### src/cis_regs.vh
// constants for the counter input synchronizer
`ifndef CIS_REGS_VH
`define CIS_REGS_VH
// ***************************************
// register offsets
// ***************************************
`define CIS_REG_CTRL       4'h0
`define CIS_REG_COUNT      4'h1
`define CIS_REG_BUF        4'h2
`define CIS_REG_STATUS     4'h3
`define CIS_REG_LOAD       4'h4
// ***************************************
// control fields
// ***************************************
`define CIS_CTRL_EN_BIT    0
`define CIS_CTRL_DIR_BIT   1
`define CIS_CTRL_DUP_BIT   2
`define CIS_CTRL_POS_BIT   3
`define CIS_CTRL_SRC_LSB   4
`define CIS_CTRL_SRC_MSB   6
`define CIS_CTRL_RESET     32'h00000000
// ***************************************
// source selection codes
// ***************************************
`define CIS_SRC_TB80       3'h0
`define CIS_SRC_TB20       3'h1
`define CIS_SRC_TB100K     3'h2
`define CIS_SRC_PXICLK     3'h3
`define CIS_SRC_EXT        3'h4
// ***************************************
// synchronization modes
// ***************************************
`define CIS_MODE_80        2'h0
`define CIS_MODE_INT       2'h1
`define CIS_MODE_EXT       2'h2
// ***************************************
// timing: core clock 50 MHz stands for the timebase domain
// ***************************************
`define CIS_CLK_MHZ        50
`define CIS_SRC_MAX_MHZ    20
`define CIS_SRC_MIN_CYC    ((`CIS_CLK_MHZ + `CIS_SRC_MAX_MHZ - 1) / `CIS_SRC_MAX_MHZ)
`define CIS_DELAY_STAGES   2
`endif

### src/cis_core.v
// counter input synchronizer with duplicate count prevention
`timescale 1ns/1ps
`include "cis_regs.vh"

module cis_core (
   input  wire        core_clk_i,
   input  wire        rstn_i,
   input  wire        ce_i,
   input  wire [3:0]  addr_i,
   input  wire [31:0] wdata_i,
   input  wire        wr_i,
   input  wire        rd_i,
   output reg  [31:0] rdata_o,
   input  wire        src_ext_i,
   input  wire        src_int_i,
   input  wire        gate_i,
   output reg  [31:0] buf_data_o,
   output reg         buf_wr_o,
   output reg  [1:0]  mode_o
);

   // ***************************************
   // control register
   // ***************************************
   reg  [31:0] ctrl;
   reg  [31:0] count;
   reg  [31:0] load_val;
   reg         overrun;
   wire        enable   = ctrl[`CIS_CTRL_EN_BIT];
   wire        down     = ctrl[`CIS_CTRL_DIR_BIT];
   wire        dup_prev = ctrl[`CIS_CTRL_DUP_BIT];
   wire        pos_meas = ctrl[`CIS_CTRL_POS_BIT];
   wire [2:0]  src_sel  = ctrl[`CIS_CTRL_SRC_MSB:`CIS_CTRL_SRC_LSB];

   // ***************************************
   // mode selection
   // ***************************************
   reg [1:0] next_mode;
   always @* begin
      if (dup_prev || pos_meas) begin
         next_mode = `CIS_MODE_80;
      end else begin
         case (src_sel)
            `CIS_SRC_TB80:   next_mode = `CIS_MODE_80;
            `CIS_SRC_TB20,
            `CIS_SRC_TB100K,
            `CIS_SRC_PXICLK: next_mode = `CIS_MODE_INT;
            default:         next_mode = `CIS_MODE_EXT;
         endcase
      end
   end

   // source of the selected kind; internal timebases arrive already divided
   wire src_raw = (src_sel >= `CIS_SRC_EXT) ? src_ext_i : src_int_i;

   // ***************************************
   // input synchronizers
   // ***************************************
   // three flops per input, two sync stages and prev; only the second stage and prev feed any logic
   // bit 0 carries the source, bit 1 the gate
   wire [1:0] sync_in;
   wire [1:0] sync_out;
   wire [1:0] sync_prev;
   assign sync_in = {gate_i, src_raw};

   genvar gi;
   generate
      for (gi = 0; gi < 2; gi = gi + 1) begin : g_sync
         reg [1:0] meta;
         reg       prev;
         always @(posedge core_clk_i) begin
            if (!rstn_i) begin
               meta <= 2'h0;
               prev <= 1'b0;
            end else if (ce_i) begin
               meta <= {meta[0], sync_in[gi]};
               prev <= meta[1];
            end
         end
         assign sync_out[gi]  = meta[1];
         assign sync_prev[gi] = prev;
      end
   endgenerate

   wire       src_s  = sync_out[0];
   wire       gate_s = sync_out[1];
   wire       src_q  = sync_prev[0];
   wire       gate_q = sync_prev[1];

   // ***************************************
   // delayed source copy
   // ***************************************
   // a short register chain stands in for the few nanoseconds of delay
   reg [`CIS_DELAY_STAGES-1:0] src_dly;
   wire       src_d = src_dly[`CIS_DELAY_STAGES-1];
   reg        src_dq;

   always @(posedge core_clk_i) begin
      if (!rstn_i) begin
         src_dly <= {`CIS_DELAY_STAGES{1'b0}};
         src_dq  <= 1'b0;
      end else if (ce_i) begin
         src_dly <= {src_dly[`CIS_DELAY_STAGES-2:0], src_s};
         src_dq  <= src_d;
      end
   end

   // ***************************************
   // edge detection
   // ***************************************
   wire src_rise  = src_s & ~src_q;
   wire src_fall  = ~src_s & src_q;
   wire gate_rise = gate_s & ~gate_q;
   wire dsrc_rise = src_d & ~src_dq;

   // gate level captured on the mode's capture edge of the source
   reg  gate_cap;
   reg  pend;
   wire cap_edge = (mode_o == `CIS_MODE_80)  ? src_rise :
                   (mode_o == `CIS_MODE_INT) ? src_fall :
                   dsrc_rise;
   wire tb_mode  = dup_prev;

   // a gate edge seen by the source-sampled path: one cycle, on the capture edge only,
   // so a cleared pending store cannot re-arm from a stale captured level
   wire src_gate_rise = cap_edge & gate_s & ~gate_cap;

   // ***************************************
   // counter and buffer
   // ***************************************
   wire [31:0] step_val = down ? (count - 32'h00000001) : (count + 32'h00000001);
   reg  [31:0] next_count;
   reg         store;
   reg  [31:0] store_val;

   always @* begin
      next_count = count;
      store      = 1'b0;
      store_val  = count;
      if (tb_mode) begin
         // one count per source rise regardless of pulse length
         if (src_rise)
            next_count = step_val;
         if (gate_rise) begin
            store      = 1'b1;
            store_val  = src_rise ? step_val : count;
            next_count = 32'h00000000;
         end
      end else if (src_rise) begin
         // counting only on source rise, so a quiet source stores nothing
         if (pend) begin
            store      = 1'b1;
            store_val  = count;
            next_count = down ? 32'hffffffff : 32'h00000001;
         end else begin
            next_count = step_val;
         end
      end
   end

   // ***************************************
   // software writes
   // ***************************************
   always @(posedge core_clk_i) begin
      if (!rstn_i) begin
         ctrl     <= `CIS_CTRL_RESET;
         load_val <= 32'h00000000;
      end else if (ce_i && wr_i) begin
         case (addr_i)
            `CIS_REG_CTRL: begin
               ctrl <= wdata_i;
            end
            `CIS_REG_LOAD: begin
               load_val <= wdata_i;
            end
            default: begin
            end
         endcase
      end
   end

   // ***************************************
   // mode register
   // ***************************************
   always @(posedge core_clk_i) begin
      if (!rstn_i) begin
         mode_o <= `CIS_MODE_80;
      end else if (ce_i) begin
         mode_o <= next_mode;
      end
   end

   // ***************************************
   // gate capture
   // ***************************************
   always @(posedge core_clk_i) begin
      if (!rstn_i) begin
         gate_cap <= 1'b0;
      end else if (ce_i && cap_edge) begin
         gate_cap <= gate_s;
      end
   end

   // ***************************************
   // count register
   // ***************************************
   // a software write of the count wins over a step in the same cycle
   wire count_wr = wr_i && (addr_i == `CIS_REG_COUNT);

   always @(posedge core_clk_i) begin
      if (!rstn_i) begin
         count <= 32'h00000000;
      end else if (ce_i) begin
         if (count_wr) begin
            count <= wdata_i;
         end else if (enable) begin
            count <= next_count;
         end
      end
   end

   // ***************************************
   // buffer output
   // ***************************************
   always @(posedge core_clk_i) begin
      if (!rstn_i) begin
         buf_data_o <= 32'h00000000;
         buf_wr_o   <= 1'b0;
      end else if (ce_i) begin
         buf_wr_o <= enable & store;
         if (enable && store) begin
            buf_data_o <= store_val;
         end
      end
   end

   // ***************************************
   // pending store
   // ***************************************
   // pending store waits for a source rise; a second gate edge meanwhile is lost
   wire pend_clr = !tb_mode && src_rise && pend;
   wire pend_set = !tb_mode && src_gate_rise;

   always @(posedge core_clk_i) begin
      if (!rstn_i) begin
         pend <= 1'b0;
      end else if (ce_i) begin
         if (!enable) begin
            pend <= 1'b0;
         end else if (pend_clr) begin
            pend <= 1'b0;
         end else if (pend_set) begin
            pend <= 1'b1;
         end
      end
   end

   // ***************************************
   // overrun flag
   // ***************************************
   // a lost gate edge and a software clear in one cycle: the set wins
   wire overrun_evt = enable && pend_set && pend;
   wire overrun_clr = wr_i && (addr_i == `CIS_REG_STATUS) && wdata_i[0];

   always @(posedge core_clk_i) begin
      if (!rstn_i) begin
         overrun <= 1'b0;
      end else if (ce_i) begin
         if (overrun_evt) begin
            overrun <= 1'b1;
         end else if (overrun_clr) begin
            overrun <= 1'b0;
         end
      end
   end

   // ***************************************
   // read back
   // ***************************************
   wire [31:0] status_word = {27'h0000000, mode_o, pend, enable, overrun};

   always @(posedge core_clk_i) begin
      if (!rstn_i) begin
         rdata_o <= 32'h00000000;
      end else if (ce_i) begin
         if (rd_i) begin
            case (addr_i)
               `CIS_REG_CTRL: begin
                  rdata_o <= ctrl;
               end
               `CIS_REG_COUNT: begin
                  rdata_o <= count;
               end
               `CIS_REG_BUF: begin
                  rdata_o <= buf_data_o;
               end
               `CIS_REG_STATUS: begin
                  rdata_o <= status_word;
               end
               `CIS_REG_LOAD: begin
                  rdata_o <= load_val;
               end
               default: begin
                  rdata_o <= 32'h00000000;
               end
            endcase
         end else begin
            rdata_o <= 32'h00000000;
         end
      end
   end

endmodule

### config.mk
export PLATFORM = sky130hd
export DESIGN_NAME = cis_core
export DESIGN_NICKNAME = d
export VERILOG_FILES = /design/src/cis_core.v
export VERILOG_INCLUDE_DIRS = /design/src
export SDC_FILE = /design/constraint.sdc
export NUM_CORES = 1
export LEC_CHECK = 0
export BUFFER_PORTS_ARGS = -buffer_cell sky130_fd_sc_hd__buf_2
export CAP_MARGIN = 20
export CORE_ASPECT_RATIO = 0.5
export CORE_MARGIN = 1.5
export CORE_UTILIZATION = 30
export CTS_CLUSTER_SIZE = 16
export DETAILED_ROUTE_END_ITERATION = 12
export GPL_TIMING_DRIVEN = 0
export PLACE_DENSITY = 0.54
export SETUP_SLACK_MARGIN = 0.02
export SLEW_MARGIN = 0
export SYNTH_ARGS = -nofsm -noshare
export SYNTH_HDL_FRONTEND = slang
export SYNTH_SLANG_ARGS = --single-unit
### constraint.sdc
create_clock -name core_clk_i -period 3.2 [get_ports core_clk_i]
set_input_delay 0.64 -clock core_clk_i [delete_from_list [all_inputs] [get_ports core_clk_i]]
set_output_delay 0.64 -clock core_clk_i [all_outputs]
set_load 0.02 [all_outputs]
==> impl_metrics.yaml, run 1 <==
status:
  outcome: "completed"
cts:
  cts_tree: "built"
  clock_latency_ns: 0.45
  clk_pin_slew_ns: 0.07
  cts-htree-levels: 4
  clock_buffer_depth: 2
  cts-buffers-inserted: 17
  number_of_hold_buffers_added_after_cts: 0
  cts_root_buffer: "clkbuf_16"
  clock-sinks: 174
power_and_ir_drop:
  p_leak_uw: 0.00435
  power.density_nw_per_um2: 398
  fin_total_pwr_uw: 4700
  ir_drop_v: 0.000292
global_route:
  groute.layer.met3.usage: 0.0398
  antenna_found_initial: 0
  grt_start_max_net_pins: 22
  grt_use_total: 0.220
  via_count_of_the_first_global_routing_pass: 9209
  gr-max-usage-layer: "met2"
  grt.met1_usage: 0.303
  met2_usage: 0.346
  grt.overflow.total: 0
  wire_length_of_the_first_global_routing_pass_mm: 57.2
yosys:
  synth_top_flop_cell: "dfxtp_1"
  mapped_nets: 1333
  synth_seq_cells: 174
  synth-seq-area-share: 0.348
  mappedNetlistArea_sq_um: 10000
  syn_avg_cell_area_sq_um: 7.95
  yosys_warnings: 0
  synth_async_sr_flop_share: 0
  ys_types: 77
  post_synth_edffs: 0
  syn_inst: 1258
critical_path:
  wp_data_required_ns: 3.56
  ws_path_type: "reg -> reg"
  worst_r2r_startpoint: "ctrl[1]"
  worst_r2r_path_depth: 11
  cp_data_arrival_time_ns: 3.44
  worst_r2r_endpoint: "count[26]"
  crit_path_start_kind: "flip-flop"
  endpoint_kind: "flip-flop"
  crit_fanout: 10
  ff2ff_setup_slack_ns: 0.12
timing:
  maxSlewHeadroom: 0.331
  worst_clock_skew_ns: 0.00878
  grt_setup_unrepaired: "yes"
  fmax_ghz: 0.325
  report.final.setup_viol: 0
  worst_slew_pin_slew_ns: 1.00
  slew_viol_final: 0
  final-hold-violation-count: 0
  min_period_over_period: 0.962
  final_period_minus_worst_setup_slack_ns: 3.08
floorplan:
  effective_utilization_at_floorplan: 0.304
  core-area_sq_um: 32900
  chipWidth_microns: 261
  die_height_microns: 132
  die-area_sq_um: 34500
  fp-row-count: 47
  ios: 111
final_layout:
  final_common_cell: "nand2_1"
  mostFrequentLayoutCells: "243 x nand2_1, 173 x dfxtp_1, 122 x buf_2"
  n_antenna_cell: 0
  final_nets: 1466
  fillerInstances: 3539
  area_growth_syn_to_layout_pct: 18.0
  final_core_utilization: 0.359
  area.sequential_sq_um: 3490
  fraction_of_layout_cells_with_a_size_suffix_above_1: 0.134
  multi_input_area_sq_um: 6100
place:
  port-buffer-count: 108
  gp_routability_congestion: 0.943
  hpwlAfterDp_mm: 29.6
route:
  antenna_left: 0
  drt_iter0_drc: 978
  detail_route.wirelength_mm: 38.5
  route.detailed.drc: 0
  detailroute.via_count: 10200
  first_pass_detailed_route_iteration_total: 8
  mean_number_of_vias_per_cell: 5.51
  avgRoutedWirePerCell_microns: 20.9
min_path:
  hold_depth: 3
  holdPathEnd: "g_sync[1].meta[0]"
  worstHoldStart: "gate_i"
  timing.hold.worst.class: "in -> reg"
run:
  cap_viol_max_count: 0
## through the flow
stage                     instance area, sq um  instances  worst slack [ns]  hold WS, ns  TNS (ns)
after detailed placement                 11100       1810            -0.266        0.457     -4.17
after global routing                     11800       1844           0.00587        0.476         0
after global placement                   11100       1807            -0.817        0.452    -21.50
final                                    11800       1844             0.122        0.442         0
after floorplan                          10000       1258            0.0691        0.441         0
after CTS                                11700       1841            0.0577        0.440         0
## where the power goes
group | switching [uW] | total (uW) | internal (uW)
registers | 15.6 | 2190 | 2180
logic | 193 | 277 | 84.5
clock network | 912 | 2230 | 1320
## sequential cells by signal, summed over array words and instances, names as in the netlist
name and cells:
buf_data_o 32, buf_wr_o 1, count 32, ctrl 32, g_sync.meta 4, g_sync.prev 1
gate_cap 1, load_val 32, mode_o 2, overrun 1, pend 1, rdata_o 32
src_dly 2, src_dq 1
## worst max-delay path: stages (launching register included)
cell      delay [ns]
dfxtp_4         0.40
buf_4           0.16
ha_1            0.37
nand2_1         0.13
a21boi_1        0.19
o22ai_2         0.15
o21ai_2         0.36
a21oi_2         0.16
o31ai_1         0.34
xor2_1          0.31
a221oi_1        0.15
nor4b_2         0.28
## cells by family (layout without fill, tap and decap cells)
kind of cell	count (synthesis)	in the layout	share of synthesized area
xor+xnor	30	30	0.0263
fa+ha+maj	31	31	0.0395
simple gates	461	461	0.214
flops	174	174	0.348
compound gates	428	428	0.309
mux	18	18	0.0180
buf+inv	116	261	0.0454
## per-layer routing
layer  vias up  wire length [microns]
li1       4835                      -
met1      4848                  17300
met2       403                  17500
met3        67                   2640
met4         0                   1070
met5         -                      0
## what timing repair did
item | in CTS | in global routing
gates cloned | 0 | 0
pin swaps | 0 | 1
setup buffers | 0 | 3
resized for setup | 1 | 7
endpoints found under the setup margin | 11 | 15
## cells in the mapped netlist, types with 4 or more instances
master | count | area, sq um
or3_1 | 4 | 25.0
o21a_1 | 36 | 270
a222oi_1 | 33 | 330
o21bai_1 | 5 | 37.5
a21oi_1 | 104 | 521
mux2i_1 | 18 | 180
a22oi_1 | 5 | 37.5
o2111ai_1 | 6 | 52.6
nor2_1 | 65 | 244
a21boi_0 | 75 | 563
o21ai_1 | 8 | 40.0
o211ai_1 | 19 | 143
nor3_1 | 17 | 85.1
o21ai_0 | 43 | 215
a211oi_1 | 9 | 67.6
nand3_1 | 25 | 125
and3_1 | 8 | 50.1
xnor2_1 | 19 | 166
dfxtp_1 | 174 | 3480
clkbuf_1 | 91 | 342
inv_1 | 11 | 41.3
buf_2 | 12 | 60.1
a21o_1 | 13 | 97.6
a221oi_1 | 10 | 87.6
nor4b_2 | 5 | 75.1
nor2b_1 | 48 | 300
xor2_1 | 11 | 96.3
and2_1 | 7 | 43.8
a221o_1 | 4 | 40.0
a31oi_1 | 8 | 50.1
nand2b_1 | 8 | 50.1
o221ai_1 | 8 | 70.1
ha_1 | 30 | 375
a311oi_1 | 5 | 43.8
nand2_1 | 243 | 912
nor4b_1 | 7 | 61.3
nand4_1 | 12 | 75.1
## cell type report
cell class / count / area share
plain buffers: 104 / 0.0346
clock inverters: 11 / 0.0141
clock buffers: 20 / 0.0378
inverters: 11 / 0.00350
multi-input cells: 968 / 0.517
repair buffers: 115 / 0.0513
well taps: 441 / 0.0467
flip-flops and latches: 174 / 0.295
## worst max path at each step
stage	start	end	slack [ns]	cells past startpoint
6_report	ctrl[1]	count[26]	0.12	11
5_1_grt	ctrl[1]	count[28]	0.006	11
4_1_cts	ctrl[1]	count[29]	0.06	10
3_5_place_dp	addr_i[1]	count[10]	-0.27	8
3_3_place_gp	ctrl[1]	count[29]	-0.82	10
2_1_floorplan	ctrl[1]	count[28]	0.07	10
Note: power is estimated with default switching activity, not from simulation.
==> run 2, diff against run 1 <==
==> constraint.sdc (replaced) <==
create_clock -name core_clk_i -period 3.2 [get_ports core_clk_i]
set_input_delay 0 -clock core_clk_i [delete_from_list [all_inputs] [get_ports core_clk_i]]
set_output_delay 0 -clock core_clk_i [all_outputs]
set_load 0.02 [all_outputs]
==> run 2 against run 1 <==
Clock-buffer cell count stayed put. Routed wire length up 0.66%. Largest cell class unchanged. Worst setup slack lost 0.0072 ns. Combinational power rose by 12%. Via count is 1.4% higher. Sequential share of layout area down 0.85 points. Utilization is 1.1 points higher. Sequential cell count unchanged. First-iteration DRC count rose by 0.61%. Global-route usage is 0.13 points higher. Highest routed layer unchanged.
==> impl_metrics.yaml, run 2 (synthesis gave the netlist of run 1 again) <==
final_layout:
  layoutNonFillerInstCount: 1880
  n_antenna_cell: 0
  fillerInstances: 3517
  area_growth_syn_to_layout_pct: 21.5
  mostFrequentLayoutCells: "243 x nand2_1, 173 x dfxtp_1, 122 x buf_2"
  fraction_of_layout_cells_with_a_size_suffix_above_1: 0.130
  final_common_cell: "nand2_1"
  final_nets: 1502
floorplan:
  fp-row-count: 47
  chipWidth_microns: 261
  effective_utilization_at_floorplan: 0.304
  die_height_microns: 132
  ios: 111
  die-area_sq_um: 34500
  core-area_sq_um: 32900
route:
  avgRoutedWirePerCell_microns: 20.6
  antenna_left: 0
  detailroute.via_count: 10300
  mean_number_of_vias_per_cell: 5.48
  route.detailed.drc: 0
  drt_iter0_drc: 984
  first_pass_detailed_route_iteration_total: 7
  detail_route.wirelength_mm: 38.7
timing:
  fmax_ghz: 0.324
  final_worst_setup_slack_ns: 0.115
  maxSlewHeadroom: 0.326
  report.final.setup_viol: 0
  min_period_over_period: 0.964
  fin_hold_ws_ns: 0.0209
  final_period_minus_worst_setup_slack_ns: 3.09
  slew_viol_final: 0
  worst_clock_skew_ns: 0.00722
  worst_slew_pin_slew_ns: 1.01
  grt_setup_unrepaired: "yes"
  final-hold-violation-count: 0
power_and_ir_drop:
  ir_drop_v: 0.000293
  internal_power_uw: 3610
  pwr-share-clk: 0.472
  fin_total_pwr_uw: 4740
  power.density_nw_per_um2: 390
  comb_power_share: 0.066
  power.net_switching_uw: 1130
  netSwitchingFraction: 0.238
  p_leak_uw: 0.00449
  sequentialPowerShare: 0.463
critical_path:
  crit_path_start_kind: "flip-flop"
  crit_fanout: 10
  cp_data_arrival_time_ns: 3.45
  worst_r2r_path_depth: 11
  worst_r2r_endpoint: "count[26]"
  endpoint_kind: "flip-flop"
  worst_r2r_startpoint: "ctrl[1]"
  timing.critical_path.from: "ctrl[1]"
  ws_path_type: "reg -> reg"
  wp_data_required_ns: 3.57
  ff2ff_setup_slack_ns: 0.11
cts:
  clk_pin_slew_ns: 0.07
  cts-buffers-inserted: 17
  clock_latency_ns: 0.45
  cts_tree: "built"
  clock-sinks: 174
  cts-htree-levels: 4
  clock_buffer_depth: 2
  cts_root_buffer: "clkbuf_16"
place:
  placed_cells: 1810
  dp_worst_setup_slack_ns: -0.151
  gp_routability_congestion: 0.943
  hpwlAfterDp_mm: 29.6
  port-buffer-count: 108
global_route:
  via_count_of_the_first_global_routing_pass: 9382
  wire_length_of_the_first_global_routing_pass_mm: 57.6
  grt_start_max_net_pins: 22
  antenna_found_initial: 0
  grt.overflow.total: 0
  grt_use_total: 0.222
min_path:
  holdPathEnd: "overrun"
  hold_depth: 4
  worstHoldStart: "wr_i"
  timing.hold.worst.class: "in -> reg"
status:
  outcome: "completed"
run:
  cap_viol_max_count: 0
-- run 2: worst max-delay path: stages (launching register included) --
cell and delay [ns]:
dfxtp_4 0.40, buf_4 0.15, ha_1 0.37, nand2_1 0.13
a21boi_1 0.19, o22ai_2 0.15, o21ai_2 0.36, a21oi_2 0.16
o31ai_1 0.34, xor2_1 0.32, a221oi_1 0.15, nor4b_2 0.28
-- run 2: worst max-delay path by stage --
| stage | cells past startpoint | endpoint | slack, ns |
|---|---|---|---|
| 2_1_floorplan | 10 | count[28] | 0.07 |
| 3_3_place_gp | 10 | count[29] | -0.82 |
| 3_5_place_dp | 10 | count[29] | -0.15 |
| 4_1_cts | 10 | count[29] | 0.06 |
| 5_1_grt | 11 | count[28] | 0.006 |
| 6_report | 11 | count[26] | 0.11 |
-- run 2: power groups by stage --
stage               Sequential, uW  Combinational [uW]  Clock (uW)
global placement              2240                 269           0
detailed placement            2240                 270           0
floorplan                     2240                 140           0
finish                        2190                 311        2230
global route                  2190                 329        2350
CTS                           2190                 305        2260
-- run 2: stage by stage --
step / setup TNS, ns / instance area (sq um) / utilization
final: 0 / 12200 / 0.369
after detailed placement: -0.499 / 11100 / 0.338
after floorplan: 0 / 10000 / -
after global routing: 0 / 12200 / 0.369
after CTS: 0 / 12100 / 0.368
after global placement: -19.18 / 11100 / 0.337
-- run 2: what timing repair did --
item                       in CTS  in global routing
hold buffers                   36                  0
pin swaps                       0                  3
gates resized for setup         1                  5
setup buffers                   0                  3
hold endpoints to repair       95                  0
setup endpoints to repair      11                 14
-- run 2: final cells by class --
| type | count | area (sq um) | area share |
|---|---|---|---|
| clock inverter | 11 | 166 | 0.0137 |
| buffer | 104 | 409 | 0.0337 |
| sequential | 174 | 3490 | 0.287 |
| tap | 441 | 552 | 0.0454 |
| multi-input combinational | 968 | 6090 | 0.501 |
| inverter | 11 | 41.3 | 0.00340 |
| timing repair buffer | 151 | 966 | 0.0795 |
| clock buffer | 20 | 447 | 0.0367 |
-- run 2: metal layers --
metal / global-route usage / routed length (microns) / up-vias
met4: 0.0750 / 1040 / 0
met2: 0.350 / 17600 / 406
met3: 0.0409 / 2780 / 73
met5: 0 / 0 / -
li1: - / - / 4915
met1: 0.303 / 17300 / 4900
